===== config.mk =====
export PLATFORM = sky130hd
export DESIGN_NAME = flash_status_host
export DESIGN_NICKNAME = d
export VERILOG_FILES = /design/src/logic/flash_host_pkg.sv /design/src/logic/pin_watch.sv /design/src/logic/flash_status_host.sv
export VERILOG_INCLUDE_DIRS = /design/src /design/src/logic
export SDC_FILE = /design/constraint.sdc
export NUM_CORES = 1
export LEC_CHECK = 0
export ABC_CLOCK_PERIOD_IN_PS = 3300
export BUFFER_PORTS_ARGS = -buffer_cell sky130_fd_sc_hd__clkbuf_2
export CAP_MARGIN = 20
export CORE_MARGIN = 4
export CORE_UTILIZATION = 44
export DETAILED_ROUTE_END_ITERATION = 8
export GPL_ROUTABILITY_DRIVEN = 0
export PLACE_DENSITY_LB_ADDON = 0.12
export SLEW_MARGIN = 0
export SYNTH_ARGS = -nofsm -noshare
export SYNTH_HDL_FRONTEND = slang
export SYNTH_SLANG_ARGS = --single-unit

===== constraint.sdc =====
create_clock -name mclk -period 3.3 [get_ports mclk]
set_input_delay 0.495 -clock mclk [delete_from_list [all_inputs] [get_ports mclk]]
set_output_delay 0.495 -clock mclk [all_outputs]
set_load 0.1 [all_outputs]

===== src/logic/flash_host_map.svh =====
`ifndef FLASH_HOST_MAP_SVH
`define FLASH_HOST_MAP_SVH

// Clock period of mclk in ns
`define CLK_NS 10

// Command bytes placed on the data bus
`define CMD_CFG 8'hb8
`define CMD_RDSTAT 8'h70

// Configuration byte layout: code in the two low bits, upper six reserved and zero
`define CFG_RSVD_W 6
`define CFG_RSVD_VAL 6'h00

// Status byte field positions
`define ST_READY 7
`define ST_SUSP 6
`define ST_ERASE_ERR 5
`define ST_PROG_ERR 4
`define ST_VOLT 3
`define ST_RSVD_HI 2
`define ST_PROT 1
`define ST_RSVD_LO 0
// Reserved status bits 2 and 0 are dropped by this mask
`define ST_MASK 8'hfa

// Bus timing in ns and the derived cycle counts (least times round up)
`define T_WE_NS 70
`define T_REC_NS 30
`define T_RD_NS 150
`define T_PULSE_NS 250
`define WE_CYC ((`T_WE_NS + `CLK_NS - 1) / `CLK_NS)
`define REC_CYC ((`T_REC_NS + `CLK_NS - 1) / `CLK_NS)
`define RD_CYC ((`T_RD_NS + `CLK_NS - 1) / `CLK_NS)
`define PULSE_CYC ((`T_PULSE_NS + `CLK_NS - 1) / `CLK_NS)
// Data bus passes two sync stages before capture
`define SYNC_LAG 2
// A low on the ready pin longer than this many pulses counts as stuck in pulse mode
`define STUCK_MULT 4

`endif


===== src/logic/flash_host_pkg.sv =====
`default_nettype none
package flash_host_pkg;
  // Bus sequencer states, Gray steps along idle, write low, write high, read
  typedef enum logic [2:0] {
    ST_IDLE = 3'b000,
    ST_WR_LO = 3'b001,
    ST_WR_HI = 3'b011,
    ST_RD = 3'b010,
    ST_FIN = 3'b110
  } bus_state_t;

  // Ready pin configuration codes
  typedef enum logic [1:0] {
    MODE_LEVEL = 2'b00,
    MODE_ERASE_PULSE = 2'b01,
    MODE_PROG_PULSE = 2'b10,
    MODE_ANY_PULSE = 2'b11
  } pin_mode_t;
endpackage : flash_host_pkg
`default_nettype wire


===== src/logic/pin_watch.sv =====
`include "flash_host_map.svh"
`default_nettype none
module pin_watch
  import flash_host_pkg::*;
(
  input wire logic mclk,
  input wire logic arst_n,
  input wire logic ready_indicator_pin,
  input wire pin_mode_t mode,
  output logic ready_busy_level,
  output logic done_evt,
  output logic pin_stuck
);
  logic sync1_q;
  logic sync2_q;
  logic prev_q;
  logic done_q;
  logic stuck_q;
  logic [7:0] low_cnt_q;
  logic [7:0] low_cnt_d;
  logic is_level;
  logic rise;

  // Two stages first: the pin is open drain and arrives from outside mclk
  always_ff @(posedge mclk or negedge arst_n) begin
    if (!arst_n) begin
      sync1_q <= 1'b1;
      sync2_q <= 1'b1;
      prev_q <= 1'b1;
    end else begin
      sync1_q <= ready_indicator_pin;
      sync2_q <= sync1_q;
      prev_q <= sync2_q;
    end
  end

  // Completion is the release edge in every mode: busy ends or a pulse ends
  assign is_level = (mode == MODE_LEVEL);
  assign rise = sync2_q && !prev_q;
  assign ready_busy_level = is_level ? sync2_q : 1'b1;
  assign low_cnt_d = sync2_q ? 8'h00 : (low_cnt_q == 8'hff ? low_cnt_q : low_cnt_q + 8'h01);

  // Low-width counter; in level mode a long low is just a long operation
  always_ff @(posedge mclk or negedge arst_n) begin
    if (!arst_n) begin
      low_cnt_q <= 8'h00;
      done_q <= 1'b0;
      stuck_q <= 1'b0;
    end else begin
      low_cnt_q <= low_cnt_d;
      done_q <= rise;
      stuck_q <= !is_level && (low_cnt_q > 8'(`STUCK_MULT * `PULSE_CYC));
    end
  end

  assign done_evt = done_q;
  assign pin_stuck = stuck_q;

  done_edge_a: assert property (@(posedge mclk) disable iff (!arst_n)
    done_evt |-> $past(sync2_q, 1) && !$past(sync2_q, 2))
    else $error("done event without a release edge on the ready pin");
  stuck_mode_a: assert property (@(posedge mclk) disable iff (!arst_n)
    pin_stuck |-> $past(mode) != MODE_LEVEL)
    else $error("stuck flag raised in level mode");
  cov_done: cover property (@(posedge mclk) disable iff (!arst_n) done_evt && !is_level);
endmodule : pin_watch
`default_nettype wire


===== src/logic/flash_status_host.sv =====
// Notes on behaviour
// - Host restores level mode by writing B8h then 00h.
// - Host picks pulse mode with B8h then 01h, 02h or 03h.
// - Host writes the six reserved configuration bits as zero.
// - Host masks reserved status bits 2 and 0 when polling.
// - Host sees completion from the ready pin or status bit seven.
`include "flash_host_map.svh"
`default_nettype none
module flash_status_host
  import flash_host_pkg::*;
(
  input wire logic mclk,
  input wire logic arst_n,
  // User side
  input wire logic cfg_req,
  input wire logic [1:0] cfg_code,
  input wire logic stat_req,
  output logic busy,
  output logic cfg_done,
  output logic stat_valid,
  output logic [7:0] stat_data,
  output logic engine_ready_flag,
  output logic program_voltage_fault_flag,
  output logic lock_cmd_error,
  output logic program_lock_error_flag,
  output logic erase_unlock_error_flag,
  output logic ready_busy_level,
  output logic done_evt,
  output logic pin_stuck,
  output logic [1:0] pin_mode,
  // Flash side
  output logic reset_powerdown_input_n,
  output logic ce_n,
  output logic we_n,
  output logic oe_n,
  output logic [7:0] dq_out,
  output logic dq_oe,
  input wire logic [7:0] dq_in,
  input wire logic ready_indicator_pin
);
  bus_state_t state_q;
  bus_state_t state_d;
  logic [4:0] cnt_q;
  logic [4:0] cnt_d;
  logic [7:0] byte_q;
  logic [7:0] byte2_q;
  logic two_q;
  logic rd_q;
  logic cfg_q;
  pin_mode_t mode_q;
  pin_mode_t mode_pend_q;
  logic [7:0] dq_s1_q;
  logic [7:0] dq_s2_q;
  logic [7:0] stat_q;
  logic stat_valid_q;
  logic cfg_done_q;
  logic pwr_on_q;
  logic start_cfg;
  logic start_rd;
  logic lo_end;
  logic hi_end;
  logic rd_end;

  // Timer ends for each bus phase; counts are least times rounded up, the read phase adding the two-cycle sync lag
  assign lo_end = (cnt_q == 5'(`WE_CYC - 1));
  assign hi_end = (cnt_q == 5'(`REC_CYC - 1));
  assign rd_end = (cnt_q == 5'(`RD_CYC + `SYNC_LAG - 1));
  assign start_cfg = (state_q == ST_IDLE) && pwr_on_q && cfg_req;
  assign start_rd = (state_q == ST_IDLE) && pwr_on_q && stat_req && !cfg_req;

  // Next state; configuration wins if both requests arrive together
  always_comb begin
    state_d = state_q;
    cnt_d = cnt_q + 5'h01;
    case (state_q)
      ST_IDLE: begin
        cnt_d = 5'h00;
        if (start_cfg || start_rd) begin
          state_d = ST_WR_LO;
        end
      end
      ST_WR_LO: begin
        if (lo_end) begin
          state_d = ST_WR_HI;
          cnt_d = 5'h00;
        end
      end
      ST_WR_HI: begin
        if (hi_end) begin
          cnt_d = 5'h00;
          if (two_q) begin
            state_d = ST_WR_LO;
          end else if (rd_q) begin
            state_d = ST_RD;
          end else begin
            state_d = ST_FIN;
          end
        end
      end
      ST_RD: begin
        if (rd_end) begin
          state_d = ST_FIN;
          cnt_d = 5'h00;
        end
      end
      ST_FIN: begin
        state_d = ST_IDLE;
        cnt_d = 5'h00;
      end
      default: begin
        state_d = ST_IDLE;
        cnt_d = 5'h00;
      end
    endcase
  end

  // Sequencer registers
  always_ff @(posedge mclk or negedge arst_n) begin
    if (!arst_n) begin
      state_q <= ST_IDLE;
      cnt_q <= 5'h00;
    end else begin
      state_q <= state_d;
      cnt_q <= cnt_d;
    end
  end

  // Command bytes: B8h then the code with reserved bits forced to zero
  always_ff @(posedge mclk or negedge arst_n) begin
    if (!arst_n) begin
      byte_q <= 8'h00;
      byte2_q <= 8'h00;
      two_q <= 1'b0;
      rd_q <= 1'b0;
      cfg_q <= 1'b0;
      mode_pend_q <= MODE_LEVEL;
    end else if (start_cfg) begin
      byte_q <= `CMD_CFG;
      byte2_q <= {`CFG_RSVD_VAL, cfg_code};
      two_q <= 1'b1;
      rd_q <= 1'b0;
      cfg_q <= 1'b1;
      mode_pend_q <= pin_mode_t'(cfg_code);
    end else if (start_rd) begin
      byte_q <= `CMD_RDSTAT;
      two_q <= 1'b0;
      rd_q <= 1'b1;
      cfg_q <= 1'b0;
    end else if (state_q == ST_WR_HI && hi_end && two_q) begin
      byte_q <= byte2_q;
      two_q <= 1'b0;
    end
  end

  // Mode takes effect once both bytes are on the bus; reset returns the default
  always_ff @(posedge mclk or negedge arst_n) begin
    if (!arst_n) begin
      mode_q <= MODE_LEVEL;
    end else if (state_q == ST_FIN && cfg_q) begin
      mode_q <= mode_pend_q;
    end
  end

  // Data bus samples pass two stages before anything reads them
  always_ff @(posedge mclk or negedge arst_n) begin
    if (!arst_n) begin
      dq_s1_q <= 8'h00;
      dq_s2_q <= 8'h00;
    end else begin
      dq_s1_q <= dq_in;
      dq_s2_q <= dq_s1_q;
    end
  end

  // Status copy is cleared by reset, as the device clears its own
  always_ff @(posedge mclk or negedge arst_n) begin
    if (!arst_n) begin
      stat_q <= 8'h00;
      stat_valid_q <= 1'b0;
      cfg_done_q <= 1'b0;
    end else begin
      stat_valid_q <= (state_q == ST_RD) && rd_end;
      cfg_done_q <= (state_q == ST_FIN) && cfg_q;
      if ((state_q == ST_RD) && rd_end) begin
        stat_q <= dq_s2_q & `ST_MASK;
      end
    end
  end

  // Reset pin held low through our reset, released one edge later
  always_ff @(posedge mclk or negedge arst_n) begin
    if (!arst_n) begin
      pwr_on_q <= 1'b0;
    end else begin
      pwr_on_q <= 1'b1;
    end
  end

  // Strobes decode from the Gray state; no path into write-low passes a two-bit step
  assign ce_n = (state_q == ST_IDLE) || (state_q == ST_FIN);
  assign we_n = (state_q != ST_WR_LO);
  assign oe_n = (state_q != ST_RD);
  assign dq_oe = (state_q == ST_WR_LO) || (state_q == ST_WR_HI);
  assign dq_out = byte_q;
  assign reset_powerdown_input_n = pwr_on_q;
  assign busy = (state_q != ST_IDLE) || !pwr_on_q;
  assign cfg_done = cfg_done_q;
  assign stat_valid = stat_valid_q;
  assign stat_data = stat_q;
  assign pin_mode = mode_q;

  // Decoded status fields
  assign engine_ready_flag = stat_q[`ST_READY];
  assign program_voltage_fault_flag = stat_q[`ST_VOLT];
  assign program_lock_error_flag = stat_q[`ST_PROG_ERR];
  assign erase_unlock_error_flag = stat_q[`ST_ERASE_ERR];
  assign lock_cmd_error = stat_q[`ST_PROG_ERR] && stat_q[`ST_ERASE_ERR];

  // Ready pin watcher: completion edges and level busy view
  pin_watch u_pin_watch (
    .mclk(mclk),
    .arst_n(arst_n),
    .ready_indicator_pin(ready_indicator_pin),
    .mode(mode_q),
    .ready_busy_level(ready_busy_level),
    .done_evt(done_evt),
    .pin_stuck(pin_stuck)
  );

  cfg_first_a: assert property (@(posedge mclk) disable iff (!arst_n)
    $fell(we_n) && cfg_q && two_q |-> dq_out == `CMD_CFG && dq_oe)
    else $error("first configuration byte is not the configuration command");
  cfg_second_a: assert property (@(posedge mclk) disable iff (!arst_n)
    $fell(we_n) && cfg_q && !two_q |-> dq_out[1:0] == mode_pend_q)
    else $error("second configuration byte carries the wrong code");
  cfg_rsvd_a: assert property (@(posedge mclk) disable iff (!arst_n)
    $fell(we_n) && cfg_q && !two_q |-> dq_out[7:2] == `CFG_RSVD_VAL)
    else $error("reserved configuration bits not zero");
  stat_mask_a: assert property (@(posedge mclk) disable iff (!arst_n)
    stat_valid |-> !stat_data[`ST_RSVD_HI] && !stat_data[`ST_RSVD_LO])
    else $error("reserved status bits not masked");
  stat_ready_a: assert property (@(posedge mclk) disable iff (!arst_n)
    stat_valid |-> engine_ready_flag == $past(dq_s2_q[`ST_READY]))
    else $error("ready flag does not follow captured status bit seven");
  we_width_a: assert property (@(posedge mclk) disable iff (!arst_n)
    $fell(we_n) |-> !we_n [*7] ##1 we_n)
    else $error("write strobe low width wrong");
  mode_apply_a: assert property (@(posedge mclk) disable iff (!arst_n)
    cfg_done |-> pin_mode == $past(mode_pend_q))
    else $error("pin mode not updated after configuration");
  strobe_excl_a: assert property (@(posedge mclk) disable iff (!arst_n)
    !(!we_n && !oe_n) && !(!oe_n && dq_oe))
    else $error("read and write strobes overlap");
  cov_cfg_pulse: cover property (@(posedge mclk) disable iff (!arst_n) cfg_done && pin_mode != MODE_LEVEL);
  cov_stat: cover property (@(posedge mclk) disable iff (!arst_n) stat_valid && lock_cmd_error);
  cov_level: cover property (@(posedge mclk) disable iff (!arst_n) done_evt && pin_mode == MODE_LEVEL);
endmodule : flash_status_host
`default_nettype wire


# [Yosys cells after proc, flatten, opt, wreduce, memory -nomap -nowiden]
# Cells that the tools add are included.
[totals] regBits=61 latch_bits=0 mem_bits_rw=0 rom_bits=0 inputBits=15 output_inout_bits=34 elab_cells=87 n_memories=0
[op_classes] n_addsub=2 mul=0 n_div=0 magnitude_cmp=1 eq_ne=15 n_shift=0 n_mux=24 bitwise_logic=0 reduce_logical=25
[op_table] op="$mux 8" count=5
[op_table] op="$mux 3" count=6
[op_table] op="$mux 5" count=3
[op_table] op="$pmux 5 s3" count=1
[op_table] op="$pmux 3 s4" count=1
[op_table] op="$logic_and 1x1->1" count=11
[op_table] op="$add 8x1->8 const B" count=1
[op_table] op="$eq 8x8->1 const B" count=1
[op_table] op="$gt 8x7->1 const B" count=1
[op_table] op="$mux 1" count=8
[op_table] op="$eq 3x2->1 const B" count=2
[op_table] op="$ne 2x2->1 const B" count=3
[op_table] op="$reduce_bool 3->1" count=2
[op_table] op="$add 5x1->5 const B" count=1
[op_table] op="$eq 5x2->1 const B" count=1
[op_table] op="$eq 5x3->1 const B" count=1
[op_table] op="$eq 5x5->1 const B" count=1
[op_table] op="$logic_not 1->1" count=4
[op_table] op="$logic_or 1x1->1" count=4
[op_table] op="$ne 2x1->1 const B" count=2
[op_table] op="$reduce_and 4->1" count=1
[op_table] op="$eq 3x1->1 const B" count=1
[op_table] op="$eq 3x3->1 const B" count=1
[op_table] op="$logic_not 3->1" count=1
[op_table] op="other kinds (4)" count=4

# [Depth between registers and ports, before layout]
[depth] depth_word=7 depth_mapped=6 ltp_nobuf=5

# [Modules after synthesis]
# From an unflattened synthesis, not the netlist that was laid out.
[unflattened] hier_cells=194 hier_area_um2=2401.1
[modules_own_cells] mod="flash_status_host" instances=1 cells_each=138 area_each_um2=1759.2
[modules_own_cells] mod="pin_watch" instances=1 cells_each=56 area_each_um2=641.9

# [Worst setup path after synthesis]
# Ideal clock, no wire load.
[synth_timing] path_type="register to output" start="register state_q[2]" end="output we_n" arrival_ns=3.042 required_time_ns=2.805 slack_ns=-0.237 path_stages_with_launch=4 path_buffers=1 path_cell_list="dfrtp_1 buf_2 nor2b_1 nand2_1"
[synth_via] elab_chain_cells=1
[synth_lines] element="start: declaration" line="flash_status_host.sv:41" source="bus_state_t state_q;"
[synth_lines] element="start signal: assignment" line="flash_status_host.sv:123" source="state_q <= state_d;"
[synth_lines] element="$ne 3x1->1" line="flash_status_host.sv:201" source="assign we_n = (state_q != ST_WR_LO);"
[synth_lines] element="end: declaration" line="flash_status_host.sv:34" source="output logic we_n,"
# Every way passes these cells.

# [Worst setup path in the final report]
[layout_timing] start="register state_q[1]" end="output oe_n"
[layout_via] elab_chain_cells=1
[layout_lines] element="$ne 3x2->1" line="flash_status_host.sv:202" source="assign oe_n = (state_q != ST_RD);"
[layout_lines] element="end: declaration" line="flash_status_host.sv:35" source="output logic oe_n,"
# Every way passes these cells.

==> impl_metrics.csv <==
group,metric,value,unit
cts,clkTransAtPathRegs,110,ps
detailed_routing,vias,1519,
detailed_routing,routedWlPerCell,13.4,µm
global_route,grt.overflow.total,0,
detailed_routing,ant_nets,0,
synthesis,avgSynthCellArea,11.9,µm²
finish,final_common_cell,"dfrtp_1",
sta,setup_viol,0,
die,die_h,80.7,µm
sta,period_needed,2190,ps
worst_setup_path,r2r_setup_slack,1380,ps
global_route,grt_pass1_wl,7000,µm
synthesis,synthFlopType,"dfrtp_1",
worst_setup_path,critPathLaunch,"state_q[1]$_DFFE_PN0P_",
synthesis,syn_inst,195,
place,port_buffers,43,
synthesis,synth_edf_count,0,
cts,cts-buffers-inserted,5,
sta,worst_pin_slew,639,ps
cts,cts_sinks,53,
cts,worstSkewPairLatency,310,ps
cts,holdBufCountCts,0,
detailed_routing,dr.pass1.iters,4,
synthesis,ys_seq_area_share,57.2,%
finish,nNetsFinal,251,
worst_setup_path,crit_path_max_fanout,13,
global_route,antenna_found_initial,0,
power_and_ir_drop,ir_drop,0.000662,V
cts,cts_setup_buffers,0,
cts,root_buffer,"clkbuf_8",
finish,drive_above_1_share,30.6,%
sta,hold_viol_final,0,
sta,setup-tns-final,0,ps
detailed_routing,drt-initial-drc-count,36,
die,io_pins,49,
synthesis,ys_warn_count,0,
worst_setup_path,rr_startpoint,"cnt_q[0]$_DFF_PN0_",
worst_setup_path,r2r_end,"cnt_q[1]$_DFF_PN0_",
synthesis,ys_types,50,
status,outcome,"finished, final reports clean",
power_and_ir_drop,total_leakage_power,1.27,nW
worst_setup_path,cp_cell_sequence,"or3b_1 > clkbuf_2",
synthesis,async_reset_ff_share,100,%
detailed_routing,drc,0,
job,drv_cap,0,
worst_setup_path,reg2regPathDepth,5,
worst_setup_path,cp.required,2800,ps
finish,diodes,0,
worst_setup_path,crit_family,"flip-flops",
finish,syn_to_final_growth,13.4,%
worst_setup_path,path_depth,2,
sta,rsz0062_at_grt,"false",
cts,cts_tree,"done",
detailed_routing,vias_per_cell,5.03,
finish,nFillCells,494,
worst_setup_path,cp.buffers_inverters,1,
min_path,whs_path_depth,1,
worst_setup_path,worstSetupPathType,"reg -> out",
sta,skew,8.41,ps
die,dieArea,6510,µm²
finish,final_cell_mix,"dfrtp_1 (50), clkbuf_2 (43), inv_1 (13), a21oi_1 (13), o21ai_0 (8)",
worst_setup_path,critPathSlowestCell,"dfrtp_1",
synthesis,synth_area,2330,µm²
place,dpl.hpwl,2790,µm
cts,htree_levels,2,
min_path,hold_path.class,"in -> reg",
sta,fin_ws,1110,ps
cts,cts_resized,0,
worst_setup_path,crit_path_end_kind,"primary output",
die,start_util,45.5,%
global_route,grt.total_usage,13.9,%
synthesis,ys_seq_elements,53,
cts,clock_path_buffers,2,
sta,slew_viol_final,0,
sta,finalCritPeriodShare,66.4,%
global_route,grt_pass1_vias,1435,
worst_setup_path,max_stage_delay,600,ps
place,place_ws,1350,ps
power_and_ir_drop,power_density,884,nW/µm²
global_route,grt_max_degree,54,
sta,slew_headroom,57.4,%
worst_setup_path,cp.arrival,1690,ps
die,fp-row-count,26,
die,die_w,80.7,µm
detailed_routing,wl,4040,µm
die,core,5110,µm²
worst_setup_path,cp-start-kind,"register",
sta,max_freq,457,MHz
worst_setup_path,crit_end,"oe_n",
state kept, by name, summed over array words and instances (netlist names), 2 cells and up:
name                   flops
dq_s2_q                    6
cnt_q                      5
pin_mode                   2
byte2_q                    2
u_pin_watch.low_cnt_q      8
dq_s1_q                    6
state_q                    3
dq_out                     5
stat_data                  6
worst reg2reg max path, stage by stage, from the launching register on:
cell and delay [ps]:
dfrtp_1 420, inv_1 90, ha_1 180, or3b_2 460, o21ai_0 460, a21boi_0 170
layout make-up:
cell class              instances  area [µm²]  share of cell area (%)
flip-flops and latches         53        1330                    50.4
multi-input cells             114         846                    32.1
clock inverters                 3        33.8                    1.28
repair buffers                 44         223                    8.44
inverters                      13        48.8                    1.85
well taps                      70        87.6                    3.32
clock buffers                   5        68.8                    2.61
Yosys cell counts (4+ instances only):
cell       n  area [µm²]
mux2_2     5        56.3
nand3_1    7        35.0
inv_1     13        48.8
nand4_1    4        25.0
o21ai_0    8        40.0
clkbuf_1   4        15.0
ha_1       5        62.6
a21oi_1   13        65.1
mux2_4     6        90.1
buf_4     10        75.1
nor2b_1    5        31.3
nor2_1     7        26.3
dfrtp_1   50        1250
kinds of logic after synthesis:
group           after synthesis  synth area share, %
flops                        53                 57.2
compound gates               39                 10.4
simple gates                 50                 14.3
xor+xnor                      5                 1.88
buf+inv                      30                 6.89
mux                          11                 6.29
fa+ha+maj                     5                 2.69
other cells                   2                0.323
per-layer routing:
metal,GRT usage [%],up-vias,share of wire (%)
met4,5.07,0,1.6
met5,0,-,0
met2,21.1,36,46
met3,3.36,7,4.9
met1,19.5,734,48
li1,-,742,-
where the power goes:
group          switching [mW]  total (mW)  internal [mW]
clock network           0.229       0.388          0.158
registers               0.148       0.915          0.767
logic                   0.802        1.03          0.226
total                    1.18        2.33           1.15
per-stage QoR:
stage          util, %  power [mW]  hold WS [ps]  area, µm²  std cells
5_1_grt           51.6        2.47           232       2640        302
3_3_place_gp      49.6        1.96           333       2530        294
3_5_place_dp      49.6        1.96           335       2530        294
6_report          51.6        2.33           260       2640        302
4_1_cts           51.6        2.36           248       2640        302
2_1_floorplan        -        1.82           199       2340        197
worst min path at each step:
| stage | startpoint | to | slack [ps] |
|---|---|---|---|
| finish | ready_indicator_pin | u_pin_watch.sync1_q$_DFF_PN1_ | 260 |
| global route | ready_indicator_pin | u_pin_watch.sync1_q$_DFF_PN1_ | 230 |
| CTS | ready_indicator_pin | u_pin_watch.sync1_q$_DFF_PN1_ | 250 |
| detailed placement | dq_s1_q[5]$_DFF_PN0_ | dq_s2_q[5]$_DFF_PN0_ | 330 |
| global placement | dq_s1_q[3]$_DFF_PN0_ | dq_s2_q[3]$_DFF_PN0_ | 330 |
| floorplan | arst_n | byte2_q[0]$_DFFE_PN0P_ | 200 |
(Power assumes the default switching activity.)
